$ cat src/inc/crm_consts.vh
/*
 Constants for the return / rotate / multiply-accumulate / subtract execution unit.
 Assumes inclusion by the unit's design file, its checker and its bench.
*/
`ifndef CRM_CONSTS_VH
`define CRM_CONSTS_VH

// Operation codes on op_code
`define CRM_OP_NONE      4'h0
`define CRM_OP_IRET      4'h1
`define CRM_OP_SRET      4'h2
`define CRM_OP_MAC       4'h3
`define CRM_OP_ROTATE_LEFT_THROUGH_CARRY_OP      4'h4
`define CRM_OP_ROTATE_RIGHT_THROUGH_CARRY_OP      4'h5
`define CRM_OP_ROT       4'h6
`define CRM_OP_SBB       4'h7
`define CRM_OP_SBRANCH   4'h8

// Flag register bit positions
`define CRM_FLG_C        0
`define CRM_FLG_D        1
`define CRM_FLG_Z        2
`define CRM_FLG_S        3
`define CRM_FLG_B        4
`define CRM_FLG_O        5
`define CRM_FLG_I        6
`define CRM_FLG_U        7

// Stack and address steps
`define CRM_STEP_WORD    16'h0002
`define CRM_STEP_BYTE    16'h0001

// Rotate count limits
`define CRM_ROT_MAX_B    5'h08
`define CRM_ROT_MAX_W    5'h10

// Subtract-then-branch immediate range and branch displacement range
`define CRM_SBI_MIN      (-7)
`define CRM_SBI_MAX      8
`define CRM_DISP_MIN     (-126)
`define CRM_DISP_MAX     129

// Reset values
`define CRM_RST_SP       16'h0000
`define CRM_RST_FLG      16'h0000
`define CRM_RST_PC       20'h00000

`endif

$ cat src/crm_exec_unit.v
/*
 Execution unit for returns, repeated multiply-accumulate, carry rotates, multi-bit rotate,
 subtract with borrow and subtract-then-branch of a 16-bit CPU core.
 Assumes the decoder presents one operation with op_start, and memory answers a read within
 the cycle in which mem_rd stands (data on mem_rdata before the next edge).
*/
// The strobed register port and the register addresses were chosen for this implementation.
// What this block does
// - Interrupt return pops PC low word, SP+2, then PC high and flags, SP+2
// - Subroutine return pops PC low word, SP+2, then PC high byte, SP+1
// - Multiply-accumulate adds memory products, steps both addresses, decrements count to zero
// - Signed operands; 32-bit pair for word, 16-bit low register for byte
// - Accumulator overflow sets overflow flag and stops the loop
// - Overflow flag tracks signed 32 or 16-bit limits; other flags kept
// - On normal completion address registers point past the last operand read
// - Interrupts accepted only after an addition and count decrement
// - Left carry rotate: old carry into LSB, MSB out to carry
// - Right carry rotate: old carry into MSB, LSB out to carry
// - Carry rotates set sign from MSB, zero from result, carry from shifted bit
// - Multi-bit rotate by count magnitude, left if positive, right if negative
// - Bits leaving one end re-enter the other and copy into carry
// - Immediate count -8..-1 or 1..8; byte register count -8..8; zero does nothing
// - Word register count -16..16; zero does nothing; out of range undefined
// - Nonzero rotate sets sign, zero, and carry from last bit out
// - Subtract with borrow: dest minus src minus inverted carry
// - Byte size with address register dest: zero-extend source, 16-bit subtract
// - Borrow subtract sets overflow, sign, zero, and carry when no borrow
// - Subtract-then-branch stores difference, branches if nonzero, flags untouched
// - Branch immediate -7..+8; target -126..+129 from instruction start
// - Subtract and add branch share opcode; sign of immediate distinguishes them
`timescale 1ns/10ps
`include "crm_consts.vh"

module crm_exec_unit
(
    // Clock and reset
    input  wire        clk_sys,
    input  wire        rstn,
    // Operation request from decoder
    input  wire        op_start,
    input  wire [3:0]  op_code,
    input  wire        op_word,
    input  wire        op_src_imm,
    input  wire        op_dst_areg,
    input  wire        op_src_areg,
    input  wire [15:0] op_src,
    input  wire [15:0] op_dst,
    input  wire [7:0]  op_imm4_enc,
    input  wire [7:0]  op_disp,
    input  wire [19:0] op_pc,
    input  wire        irq_pending,
    // Architectural registers loaded by core
    input  wire        reg_load,
    input  wire [15:0] ld_sp,
    input  wire [15:0] ld_flg,
    input  wire [31:0] ld_acc,
    input  wire [15:0] ld_a0,
    input  wire [15:0] ld_a1,
    input  wire [15:0] ld_cnt,
    // Memory read port
    output reg         mem_rd,
    output reg  [15:0] mem_addr,
    output reg         mem_word,
    input  wire [15:0] mem_rdata,
    // Results
    output reg         op_done,
    output reg         op_invalid,
    output reg         irq_accept,
    output reg  [15:0] res_dst,
    output reg         res_dst_we,
    output reg         branch_take,
    output reg  [19:0] pc_q,
    output reg  [15:0] sp_q,
    output reg  [15:0] flg_q,
    output reg  [31:0] acc_q,
    output reg  [15:0] a0_q,
    output reg  [15:0] a1_q,
    output reg  [15:0] cnt_q
);

    localparam [7:0] ST_IDLE = 8'h01;
    localparam [7:0] ST_POP1 = 8'h02;
    localparam [7:0] ST_POP2 = 8'h04;
    localparam [7:0] ST_POPW = 8'h08;
    localparam [7:0] ST_RDA  = 8'h10;
    localparam [7:0] ST_RDB  = 8'h20;
    localparam [7:0] ST_ACC  = 8'h40;
    localparam [7:0] ST_GAP  = 8'h80;

    reg [7:0]  st_q;
    reg [15:0] opa_q;
    reg        word_q;
    reg        iret_q;

    // Width-aware helpers
    function [15:0] fit;
        input [15:0] v;
        input        w;
        begin
            fit = w ? v : {8'h00, v[7:0]};
        end
    endfunction

    function msb_of;
        input [15:0] v;
        input        w;
        begin
            msb_of = w ? v[15] : v[7];
        end
    endfunction

    // Rotate left by n within 8 or 16 bits
    function [15:0] rotl;
        input [15:0] v;
        input [4:0]  n;
        input        w;
        reg   [31:0] d;
        reg   [15:0] b;
        begin
            d = 32'h0;
            b = 16'h0;
            if (w)
            begin
                d = {v, v} << n;
                rotl = d[31:16];
            end
            else
            begin
                b = {v[7:0], v[7:0]} << n[3:0];
                rotl = {8'h00, b[15:8]};
            end
        end
    endfunction

    // Combinational datapath for single-cycle operations
    reg [15:0] dv;
    reg [15:0] sv;
    reg [15:0] r;
    reg [16:0] diff;
    reg        c_new;
    reg        v_new;
    reg        rw;
    reg        rot_zero;
    reg [4:0]  mag;
    reg        rot_bad;
    reg        sub_neg;
    reg [15:0] sub_imm;
    reg [19:0] tgt;
    always @*
    begin
        rw = op_word;
        dv = fit(op_dst, rw);
        sv = fit(op_src, rw);
        r = 16'h0;
        diff = 17'h0;
        c_new = flg_q[`CRM_FLG_C];
        v_new = 1'b0;
        rot_zero = 1'b0;
        mag = 5'h0;
        rot_bad = 1'b0;
        sub_neg = op_imm4_enc[7];
        sub_imm = {{8{op_imm4_enc[7]}}, op_imm4_enc};
        tgt = op_pc + {{12{op_disp[7]}}, op_disp};
        case (op_code)
            `CRM_OP_ROTATE_LEFT_THROUGH_CARRY_OP:
            begin
                r = fit({dv[14:0], flg_q[`CRM_FLG_C]}, rw);
                c_new = msb_of(dv, rw);
            end
            `CRM_OP_ROTATE_RIGHT_THROUGH_CARRY_OP:
            begin
                r = rw ? {flg_q[`CRM_FLG_C], dv[15:1]}
                       : {8'h00, flg_q[`CRM_FLG_C], dv[7:1]};
                c_new = dv[0];
            end
            `CRM_OP_ROT:
            begin
                mag = op_src[4:0];
                if (rw ? op_src[15] : op_src[7])
                    mag = rw ? (5'h0 - op_src[4:0]) : (5'h0 - op_src[4:0]);
                rot_zero = (fit(op_src, rw) == 16'h0);
                rot_bad = op_src_imm ? (rot_zero || mag > `CRM_ROT_MAX_B) : 1'b0;
                if (rw ? op_src[15] : op_src[7])
                    r = rotl(dv, rw ? (5'h10 - mag) : (5'h08 - mag), rw);
                else
                    r = rotl(dv, mag, rw);
                c_new = (rw ? op_src[15] : op_src[7]) ? msb_of(r, rw) : r[0];
            end
            `CRM_OP_SBB:
            begin
                if (op_dst_areg && !rw)
                begin
                    dv = op_dst;
                    sv = {8'h00, op_src[7:0]};
                    diff = {1'b0, dv} - {1'b0, sv} - {16'h0, ~flg_q[`CRM_FLG_C]};
                    r = diff[15:0];
                    v_new = (dv[15] ^ sv[15]) & (dv[15] ^ r[15]);
                end
                else
                begin
                    if (op_src_areg && !rw)
                        sv = {8'h00, op_src[7:0]};
                    diff = {1'b0, dv} - {1'b0, sv} - {16'h0, ~flg_q[`CRM_FLG_C]};
                    r = fit(diff[15:0], rw);
                    v_new = (msb_of(dv, rw) ^ msb_of(sv, rw))
                          & (msb_of(dv, rw) ^ msb_of(r, rw));
                end
                c_new = rw || (op_dst_areg) ? ~diff[16] : ~diff[8];
            end
            `CRM_OP_SBRANCH:
            begin
                r = fit(dv - sub_imm, rw);
            end
            default:
            begin
                r = 16'h0;
            end
        endcase
    end

    // Accumulate step on the two fetched operands
    reg signed [31:0] prod;
    reg signed [32:0] sum;
    reg        ovf;
    always @*
    begin
        prod = word_q ? $signed(opa_q) * $signed(mem_rdata)
                      : $signed({{8{opa_q[7]}}, opa_q[7:0]}) * $signed({{8{mem_rdata[7]}},
                        mem_rdata[7:0]});
        if (word_q)
            sum = $signed({acc_q[31], acc_q}) + $signed({prod[31], prod});
        else
            sum = $signed({{17{acc_q[15]}}, acc_q[15:0]}) + $signed({prod[31], prod});
        ovf = word_q ? (sum[32] != sum[31])
                     : (sum[32:15] != {18{sum[15]}});
    end

    wire [15:0] step = word_q ? `CRM_STEP_WORD : `CRM_STEP_BYTE;

    always @(posedge clk_sys)
    begin
        if (!rstn)
        begin
            st_q <= ST_IDLE;
            opa_q <= 16'h0;
            word_q <= 1'b0;
            iret_q <= 1'b0;
            mem_rd <= 1'b0;
            mem_addr <= 16'h0;
            mem_word <= 1'b0;
            op_done <= 1'b0;
            op_invalid <= 1'b0;
            irq_accept <= 1'b0;
            res_dst <= 16'h0;
            res_dst_we <= 1'b0;
            branch_take <= 1'b0;
            pc_q <= `CRM_RST_PC;
            sp_q <= `CRM_RST_SP;
            flg_q <= `CRM_RST_FLG;
            acc_q <= 32'h0;
            a0_q <= 16'h0;
            a1_q <= 16'h0;
            cnt_q <= 16'h0;
        end
        else
        begin
            mem_rd <= 1'b0;
            op_done <= 1'b0;
            op_invalid <= 1'b0;
            irq_accept <= 1'b0;
            res_dst_we <= 1'b0;
            branch_take <= 1'b0;
            case (st_q)
                ST_IDLE:
                begin
                    if (reg_load)
                    begin
                        sp_q <= ld_sp;
                        flg_q <= ld_flg;
                        acc_q <= ld_acc;
                        a0_q <= ld_a0;
                        a1_q <= ld_a1;
                        cnt_q <= ld_cnt;
                    end
                    else if (op_start)
                    begin
                        word_q <= op_word;
                        case (op_code)
                            `CRM_OP_IRET, `CRM_OP_SRET:
                            begin
                                iret_q <= (op_code == `CRM_OP_IRET);
                                mem_rd <= 1'b1;
                                mem_word <= 1'b1;
                                mem_addr <= sp_q;
                                sp_q <= sp_q + `CRM_STEP_WORD;
                                st_q <= ST_POP1;
                            end
                            `CRM_OP_MAC:
                            begin
                                if (cnt_q == 16'h0)
                                    op_done <= 1'b1;
                                else
                                begin
                                    mem_rd <= 1'b1;
                                    mem_word <= op_word;
                                    mem_addr <= a0_q;
                                    st_q <= ST_RDA;
                                end
                            end
                            `CRM_OP_ROTATE_LEFT_THROUGH_CARRY_OP, `CRM_OP_ROTATE_RIGHT_THROUGH_CARRY_OP:
                            begin
                                res_dst <= r;
                                res_dst_we <= 1'b1;
                                flg_q[`CRM_FLG_C] <= c_new;
                                flg_q[`CRM_FLG_S] <= msb_of(r, op_word);
                                flg_q[`CRM_FLG_Z] <= (r == 16'h0);
                                op_done <= 1'b1;
                            end
                            `CRM_OP_ROT:
                            begin
                                op_done <= 1'b1;
                                if (rot_bad)
                                    op_invalid <= 1'b1;
                                else if (!rot_zero)
                                begin
                                    res_dst <= r;
                                    res_dst_we <= 1'b1;
                                    flg_q[`CRM_FLG_C] <= c_new;
                                    flg_q[`CRM_FLG_S] <= msb_of(r, op_word);
                                    flg_q[`CRM_FLG_Z] <= (fit(r, op_word) == 16'h0);
                                end
                            end
                            `CRM_OP_SBB:
                            begin
                                res_dst <= r;
                                res_dst_we <= 1'b1;
                                flg_q[`CRM_FLG_O] <= v_new;
                                flg_q[`CRM_FLG_C] <= c_new;
                                flg_q[`CRM_FLG_S] <= (op_dst_areg && !op_word) ? r[15]
                                                                : msb_of(r, op_word);
                                flg_q[`CRM_FLG_Z] <= (r == 16'h0);
                                op_done <= 1'b1;
                            end
                            `CRM_OP_SBRANCH:
                            begin
                                op_done <= 1'b1;
                                if (sub_neg ? ($signed(sub_imm) < `CRM_SBI_MIN)
                                            : ($signed(sub_imm) > `CRM_SBI_MAX))
                                    op_invalid <= 1'b1;
                                else
                                begin
                                    res_dst <= r;
                                    res_dst_we <= 1'b1;
                                    if (r != 16'h0)
                                    begin
                                        branch_take <= 1'b1;
                                        pc_q <= tgt;
                                    end
                                end
                            end
                            default:
                            begin
                                op_invalid <= 1'b1;
                            end
                        endcase
                    end
                end
                ST_POP1:
                begin
                    pc_q[15:0] <= mem_rdata;
                    mem_rd <= 1'b1;
                    mem_addr <= sp_q;
                    mem_word <= iret_q;
                    sp_q <= sp_q + (iret_q ? `CRM_STEP_WORD : `CRM_STEP_BYTE);
                    st_q <= ST_POP2;
                end
                ST_POP2:
                begin
                    if (iret_q)
                    begin
                        pc_q[19:16] <= mem_rdata[15:12];
                        flg_q <= {4'h0, mem_rdata[11:0]};
                    end
                    else
                        pc_q[19:16] <= mem_rdata[3:0];
                    op_done <= 1'b1;
                    st_q <= ST_IDLE;
                end
                ST_RDA:
                begin
                    opa_q <= mem_rdata;
                    mem_rd <= 1'b1;
                    mem_addr <= a1_q;
                    st_q <= ST_RDB;
                end
                ST_RDB:
                begin
                    a0_q <= a0_q + step;
                    a1_q <= a1_q + step;
                    if (word_q)
                        acc_q <= sum[31:0];
                    else
                        acc_q[15:0] <= sum[15:0];
                    flg_q[`CRM_FLG_O] <= ovf;
                    cnt_q <= cnt_q - 16'h0001;
                    st_q <= ST_ACC;
                end
                ST_ACC:
                begin
                    if (flg_q[`CRM_FLG_O] || cnt_q == 16'h0)
                    begin
                        op_done <= 1'b1;
                        st_q <= ST_IDLE;
                    end
                    else if (irq_pending)
                    begin
                        irq_accept <= 1'b1;
                        st_q <= ST_IDLE;
                    end
                    else
                    begin
                        mem_rd <= 1'b1;
                        mem_addr <= a0_q;
                        st_q <= ST_RDA;
                    end
                end
                default:
                begin
                    st_q <= ST_IDLE;
                end
            endcase
        end
    end

endmodule

$ cat config.mk
export PLATFORM = sky130hd
export DESIGN_NAME = crm_exec_unit
export DESIGN_NICKNAME = d
export VERILOG_FILES = /design/src/crm_exec_unit.v
export VERILOG_INCLUDE_DIRS = /design/src /design/src/inc
export SDC_FILE = /design/constraint.sdc
export NUM_CORES = 2
export LEC_CHECK = 0
export BUFFER_PORTS_ARGS = -buffer_cell sky130_fd_sc_hd__buf_2
export CAP_MARGIN = 20
export CORE_MARGIN = 2
export CORE_UTILIZATION = 55
export CTS_CLUSTER_SIZE = 14
export DETAILED_ROUTE_END_ITERATION = 10
export HOLD_SLACK_MARGIN = 0.02
export PLACE_DENSITY = 0.79
export REMOVE_ABC_BUFFERS = 1
export SYNTH_ARGS = -nofsm -noshare
export SYNTH_HDL_FRONTEND = slang
export SYNTH_SLANG_ARGS = --single-unit
$ cat constraint.sdc
create_clock -name clk_sys -period 7.9 [get_ports clk_sys]
set_input_delay 0 -clock clk_sys [delete_from_list [all_inputs] [get_ports clk_sys]]
set_output_delay 0 -clock clk_sys [all_outputs]
set_load 0.03 [all_outputs]
* After elaboration in Yosys (flattened, before gate mapping)
Index checks and enable logic that the tools add are counted.
Widths: inputs -> output; s select.
** Cells by class
- Magnitude comparators :: 3
- Add/subtract/negate cells :: 16
- Multipliers :: 2
- Bitwise operators :: 14
- Equality and inequality tests :: 38
- Muxes and demuxes :: 126
- Reductions and logical operators :: 41
- Shifts and indexed selects :: 4
** Operators by type and width (number)
- $mux 16 :: 30
- $pmux 16 s2 :: 6
- $mux 20 :: 5
- $pmux 16 s5 :: 1
- $logic_not 16->1 :: 4
- $mux 32 :: 2
- $pmux 16 s4 :: 1
- $pmux 32 s2 :: 1
- $shl 32x5->32 :: 2
- $add 16x2->16 :: 3
- $pmux 16 s3 :: 1
- $mux 1 :: 43
- $pmux 8 s5 :: 1
- $mux 17 :: 2
- $sub 17x1->17 :: 2
- $add 16x32->33 :: 1
- $add 32x32->33 :: 1
- $mux 33 :: 1
- $mul 16x16->32 :: 1
- $shl 16x4->16 :: 2
- $mux 5 :: 5
- $mux 8 :: 3
- $ne 2x2->1 const B :: 12
- $reduce_and 6->1 :: 4
- other kinds (62) :: 110
** Storage, ports and cells
- Bits in registers :: 197
- Word-level logic and storage cells :: 269
- Output and inout port bits :: 171

* Depth between registers and ports, before layout
- Depth in word-level cells :: 18
- Depth in mapped cells :: 41

* Worst setup path after synthesis
No wires, ideal clock.
- Path type :: register to register
- From :: register opa_q[6]
- To :: register flg_q[5]
- Data required time :: 7779 ps
- Cell stages (with the launch flop) :: 34
- Library setup time :: 121 ps
- Setup slack :: -719 ps
- Data arrival time :: 8498 ps
- Path buffers :: 1
- Cell sequence :: dfxtp_1 clkbuf_1 and2_1 fa_1 inv_1 fa_1 fa_1 inv_1 fa_1 fa_1 inv_1 fa_1 inv_1 ha_1 nand2_1 nor2_1 a221o_1 or2_2 a21oi_1 xor2_1 o21ai_0 ha_1 and3_1 a221o_1 a211oi_1 a21oi_1 a31oi_1 nor2_1 o41ai_1 o221ai_1 a21boi_0 or4_1 a221oi_1 o2bb2ai_1
** On the way
- Word-level cells in the longest chain between the ends :: 7
- Elaborated cells between the ends (all ways) :: 10
- Classes of those cells :: add/sub: 2; mul: 2; eq/ne: 2; mux: 4
** RTL lines
- start: declaration :: line crm_exec_unit.v:91 : reg [15:0] opa_q;
- start signal: assignment :: line crm_exec_unit.v:391 : opa_q <= mem_rdata;
- $mul 16x16->32 / $mul 8x8->16 (equally long branches) :: line crm_exec_unit.v:227, crm_exec_unit.v:228
- $mux 32 (*) :: line crm_exec_unit.v:227 : prod = word_q ? $signed(opa_q) * $signed(mem_rdata)
- $add 16x32->33 / $add 32x32->33 (equally long branches) :: line crm_exec_unit.v:233, crm_exec_unit.v:231
- $mux 33 (*) :: line crm_exec_unit.v:230 : if (word_q)
- $ne 17x17->1 / $ne 1x1->1 (equally long branches) :: line crm_exec_unit.v:235, crm_exec_unit.v:234
- $mux 1 (*) :: line crm_exec_unit.v:234 : ovf = word_q ? (sum[32] != sum[31])
- $pmux 1 s3 (*) :: line crm_exec_unit.v:273 : case (st_q)
- end signal: assignment :: line crm_exec_unit.v:259 : flg_q <= `CRM_RST_FLG;
- end signal: assignment :: line crm_exec_unit.v:279 : flg_q <= ld_flg;
- end signal: indexed assignment :: line crm_exec_unit.v:314 : flg_q[`CRM_FLG_C] <= c_new;
- end: declaration :: line crm_exec_unit.v:74 : output reg [15:0] flg_q,
Mark *: on every way between the ends. The rest lies on a longest branch, timed or not.
A chain may end at the register's enable or synchronous reset.

* Worst setup path after layout
Ends and elaborated chain as after synthesis.

==> reports/metrics.csv <==
metric;value;unit
Critical Path AT;8.81;ns
WL/cell;21.5;um
largest net degree at the start of global routing;93;
dominant cell type by area after synthesis;fa_1;
Slew @ Worst Pin;1.13;ns
final wirelength;116000;um
Die Y;240;um
worst setup path end;flg_q[5];
Multi-input gate area;24400;um2
Cell Area, Synth;30700;um2
CTS max path bufs;2;
core box area;55100;um2
status;finished with violations;
worst r2r src;opa_q[6];
Fin. Hold Viols;0;
Reg clk slew, reported paths;0.08;ns
most frequent CP cell;fa_1;
crit path kind;reg -> reg;
GR Util All Layers;0.400;
clock latency at the later pin of the worst-skew pair;0.52;ns
Core Util, Final;0.688;
Syn Area/Cell;7.75;um2
initial antenna violation count;7;
Post-Syn Instances;3959;
r2r worst-path depth;33;
Max H-tree Level;4;
main flop type after synthesis;dfxtp_1;
Setup crit start kind;flop;
total power draw;3.86;mW
launch point of the critical path;opa_q[6];
worst-path fanout max;5;
share of Yosys cell area claimed by the top area cell type;0.212;
DR vias;32677;
Slew Limit Fails;0;
Pwr per Cell Area;102;nW/um2
Rel. slew slack;0.248;
Seq cells post-synth;195;
top cells by area, synth;fa_1 (21%), dfxtp_1 (13%), ha_1 (8.8%);
GRT overflow;0;
synthesis-to-finish area growth;23.6;%
FF-to-FF setup slack;-0.50;ns
Tmin final;8.40;ns
f_max;119;MHz
Synth cell types;94;
Final ANT Viol Nets;0;
TritonCTS clock tree;built;
CTS sink count;195;
gpl congestion;1.11;
die area;57700;um2
sequential area share after synthesis;0.127;
Register Area;3940;um2
Placed Cells;5205;
initial core utilization;0.557;
failing checks;negative setup slack;
RSZ-0062 raised after global routing;true;
final clock period utilization by the worst path;1.06;
EDFF count, synth;0;
Synth async-reset ratio;0;
DRT iter0 DRCs;3082;
share of cells above drive strength 1;0.205;
maximum VDD drop;0.000190;V
filler cell count;4460;
r2r endpoint;flg_q[5];
input/output buffers;378;
non-filler cells, final;5402;
worst clock skew;0.0181;ns
cts bufs inserted;17;
Rows;86;
HP Class;in -> reg;
Leak Pwr;18.2;nW
vias in the first global route;31837;
first-pass detailed-route iteration total;8;
HPWL after DPL;89100;um
DRC viols;0;
# IOs;380;
Chip Width;240;um
max-cap violation count;0;
Synth warnings;0;
vias per cell;6.05;
slowest cell on the critical path;fa_1;
CTS root buf;clkbuf_16;
slowest stage delay, CP;0.55;ns
Worst EP required;8.31;ns
global-route wire length before repair;177000;um
CP Capture Type;flop;
NumNets Final;5386;
Worst Setup Slack, final;-0.499;ns
Final setup viols;4;
-- flip-flops by register name, indices dropped and copies added (netlist names), 6 cells and up --
register	flops
acc_q	32
cnt_q	16
mem_addr	16
pc_q	20
flg_q	16
sp_q	16
st_q	6
a1_q	16
res_dst	16
a0_q	16
opa_q	16
-- worst min-delay path by stage --
stage	start	to	depth (start not counted)
2_1_floorplan	irq_pending	irq_accept	2
3_3_place_gp	irq_pending	irq_accept	3
3_5_place_dp	irq_pending	irq_accept	3
4_1_cts	op_pc[5]	pc_q[5]	4
5_1_grt	mem_rdata[11]	flg_q[11]	4
6_report	op_pc[5]	pc_q[5]	4
-- synthesized netlist by cell type, types with 9 or more instances --
library cell,n
inv_1,513
nand2_1,455
fa_1,325
nor2_1,310
a21oi_1,243
ha_1,217
dfxtp_1,195
clkbuf_1,188
o21ai_0,188
and2_1,153
nand3_1,95
xnor2_1,76
xor2_1,74
a211oi_1,67
mux2i_1,63
nor3_1,60
nand4_1,43
o211ai_1,43
a311oi_1,41
nand2b_1,41
a21o_1,40
nor2b_1,40
o22ai_1,34
a31oi_1,29
and3_1,28
or3_1,25
a22oi_1,23
o21a_1,23
nor4_1,22
a222oi_1,21
mux2_2,20
buf_2,18
o31ai_1,18
o21bai_1,14
nor3b_1,13
a21boi_0,12
nand3b_1,12
a221oi_1,11
or2_2,10
buf_6,9
o2111ai_1,9
-- kinds of logic after synthesis --
logic type / Yosys count / share of synthesized area
mux: 91 / 0.0330
simple gates: 1336 / 0.208
buf+inv: 742 / 0.0942
fa+ha+maj: 542 / 0.301
flops: 195 / 0.127
xor+xnor: 151 / 0.0433
compound gates: 902 / 0.194
-- area by class of cell --
class,instances,area share
inverter,514,0.0510
clock buffer,18,0.0113
sequential,195,0.104
multi-input combinational,3022,0.643
tap,748,0.0247
timing repair buffer,885,0.162
antenna,6,0.000396
clock inverter,14,0.00383
-- power by group --
group / leakage (nW) / switching, mW / internal [mW]
clock: 0.277 / 0.513 / 0.420
combinational: 16.3 / 1.08 / 0.735
sequential: 1.61 / 0.0734 / 1.03
total: 18.2 / 1.67 / 2.19
-- cells in the final DEF, fill, tap and decap left out, types with 25 or more instances in the layout --
cell | synthesis | layout
o211ai_1 | 43 | 43
fa_1 | 325 | 320
and2_1 | 153 | 142
nand4_1 | 43 | 43
and3_1 | 28 | 25
dfxtp_1 | 195 | 181
xnor2_1 | 76 | 73
buf_2 | 18 | 378
a211oi_1 | 67 | 65
a31oi_1 | 29 | 27
dlygate4sd3_1 | 0 | 139
ha_1 | 217 | 207
nand3_1 | 95 | 95
a21oi_1 | 243 | 222
nor2_1 | 310 | 309
nand2b_1 | 41 | 41
o22ai_1 | 34 | 33
mux2i_1 | 63 | 63
nor2b_1 | 40 | 39
o21ai_0 | 188 | 168
inv_1 | 513 | 506
xor2_1 | 74 | 74
nor3_1 | 60 | 58
a21o_1 | 40 | 40
a311oi_1 | 41 | 39
buf_4 | 3 | 348
nand2_1 | 455 | 448
-- worst max-delay path: cells and delay by family (launching register included) --
family,cells,cell delay (ns)
adder cells (fa/ha/maj),8,3.66
flip-flops,1,0.37
XOR/XNOR,2,0.26
AO/OA/AOI/OAI,14,2.43
AND/OR/NAND/NOR,5,1.33
buffers and inverters,4,0.25
-- what timing repair did --
| action | in CTS | in global routing |
|---|---|---|
| hold buffers | 139 | 0 |
| endpoints found under the setup margin | 10 | 12 |
| pin swaps | 48 | 61 |
| endpoints found under the hold margin | 137 | 0 |
| resized for setup | 88 | 68 |
| setup buffers | 9 | 11 |
-- routing by layer --
| layer | share of wire | global-route usage | routed length, um |
|---|---|---|---|
| met5 | 0.00018 | 0 | 21 |
| met2 | 0.45 | 0.638 | 52600 |
| met4 | 0.061 | 0.218 | 7080 |
| met3 | 0.10 | 0.0932 | 11700 |
| met1 | 0.38 | 0.500 | 44500 |
-- per-stage QoR --
step	setup TNS (ns)	cell area, um2	hold WS, ns	worst slack [ns]
after floorplan	-70.14	29700	0.119	-2.50
after global placement	-1.39	35200	0.241	-0.823
after detailed placement	-2.77	35200	0.246	-1.01
after CTS	-0.430	37500	0.0203	-0.405
after global routing	-3.47	37900	0.0624	-0.858
final	-0.867	37900	0.0397	-0.499
Note: power is estimated with default switching activity, not from simulation.
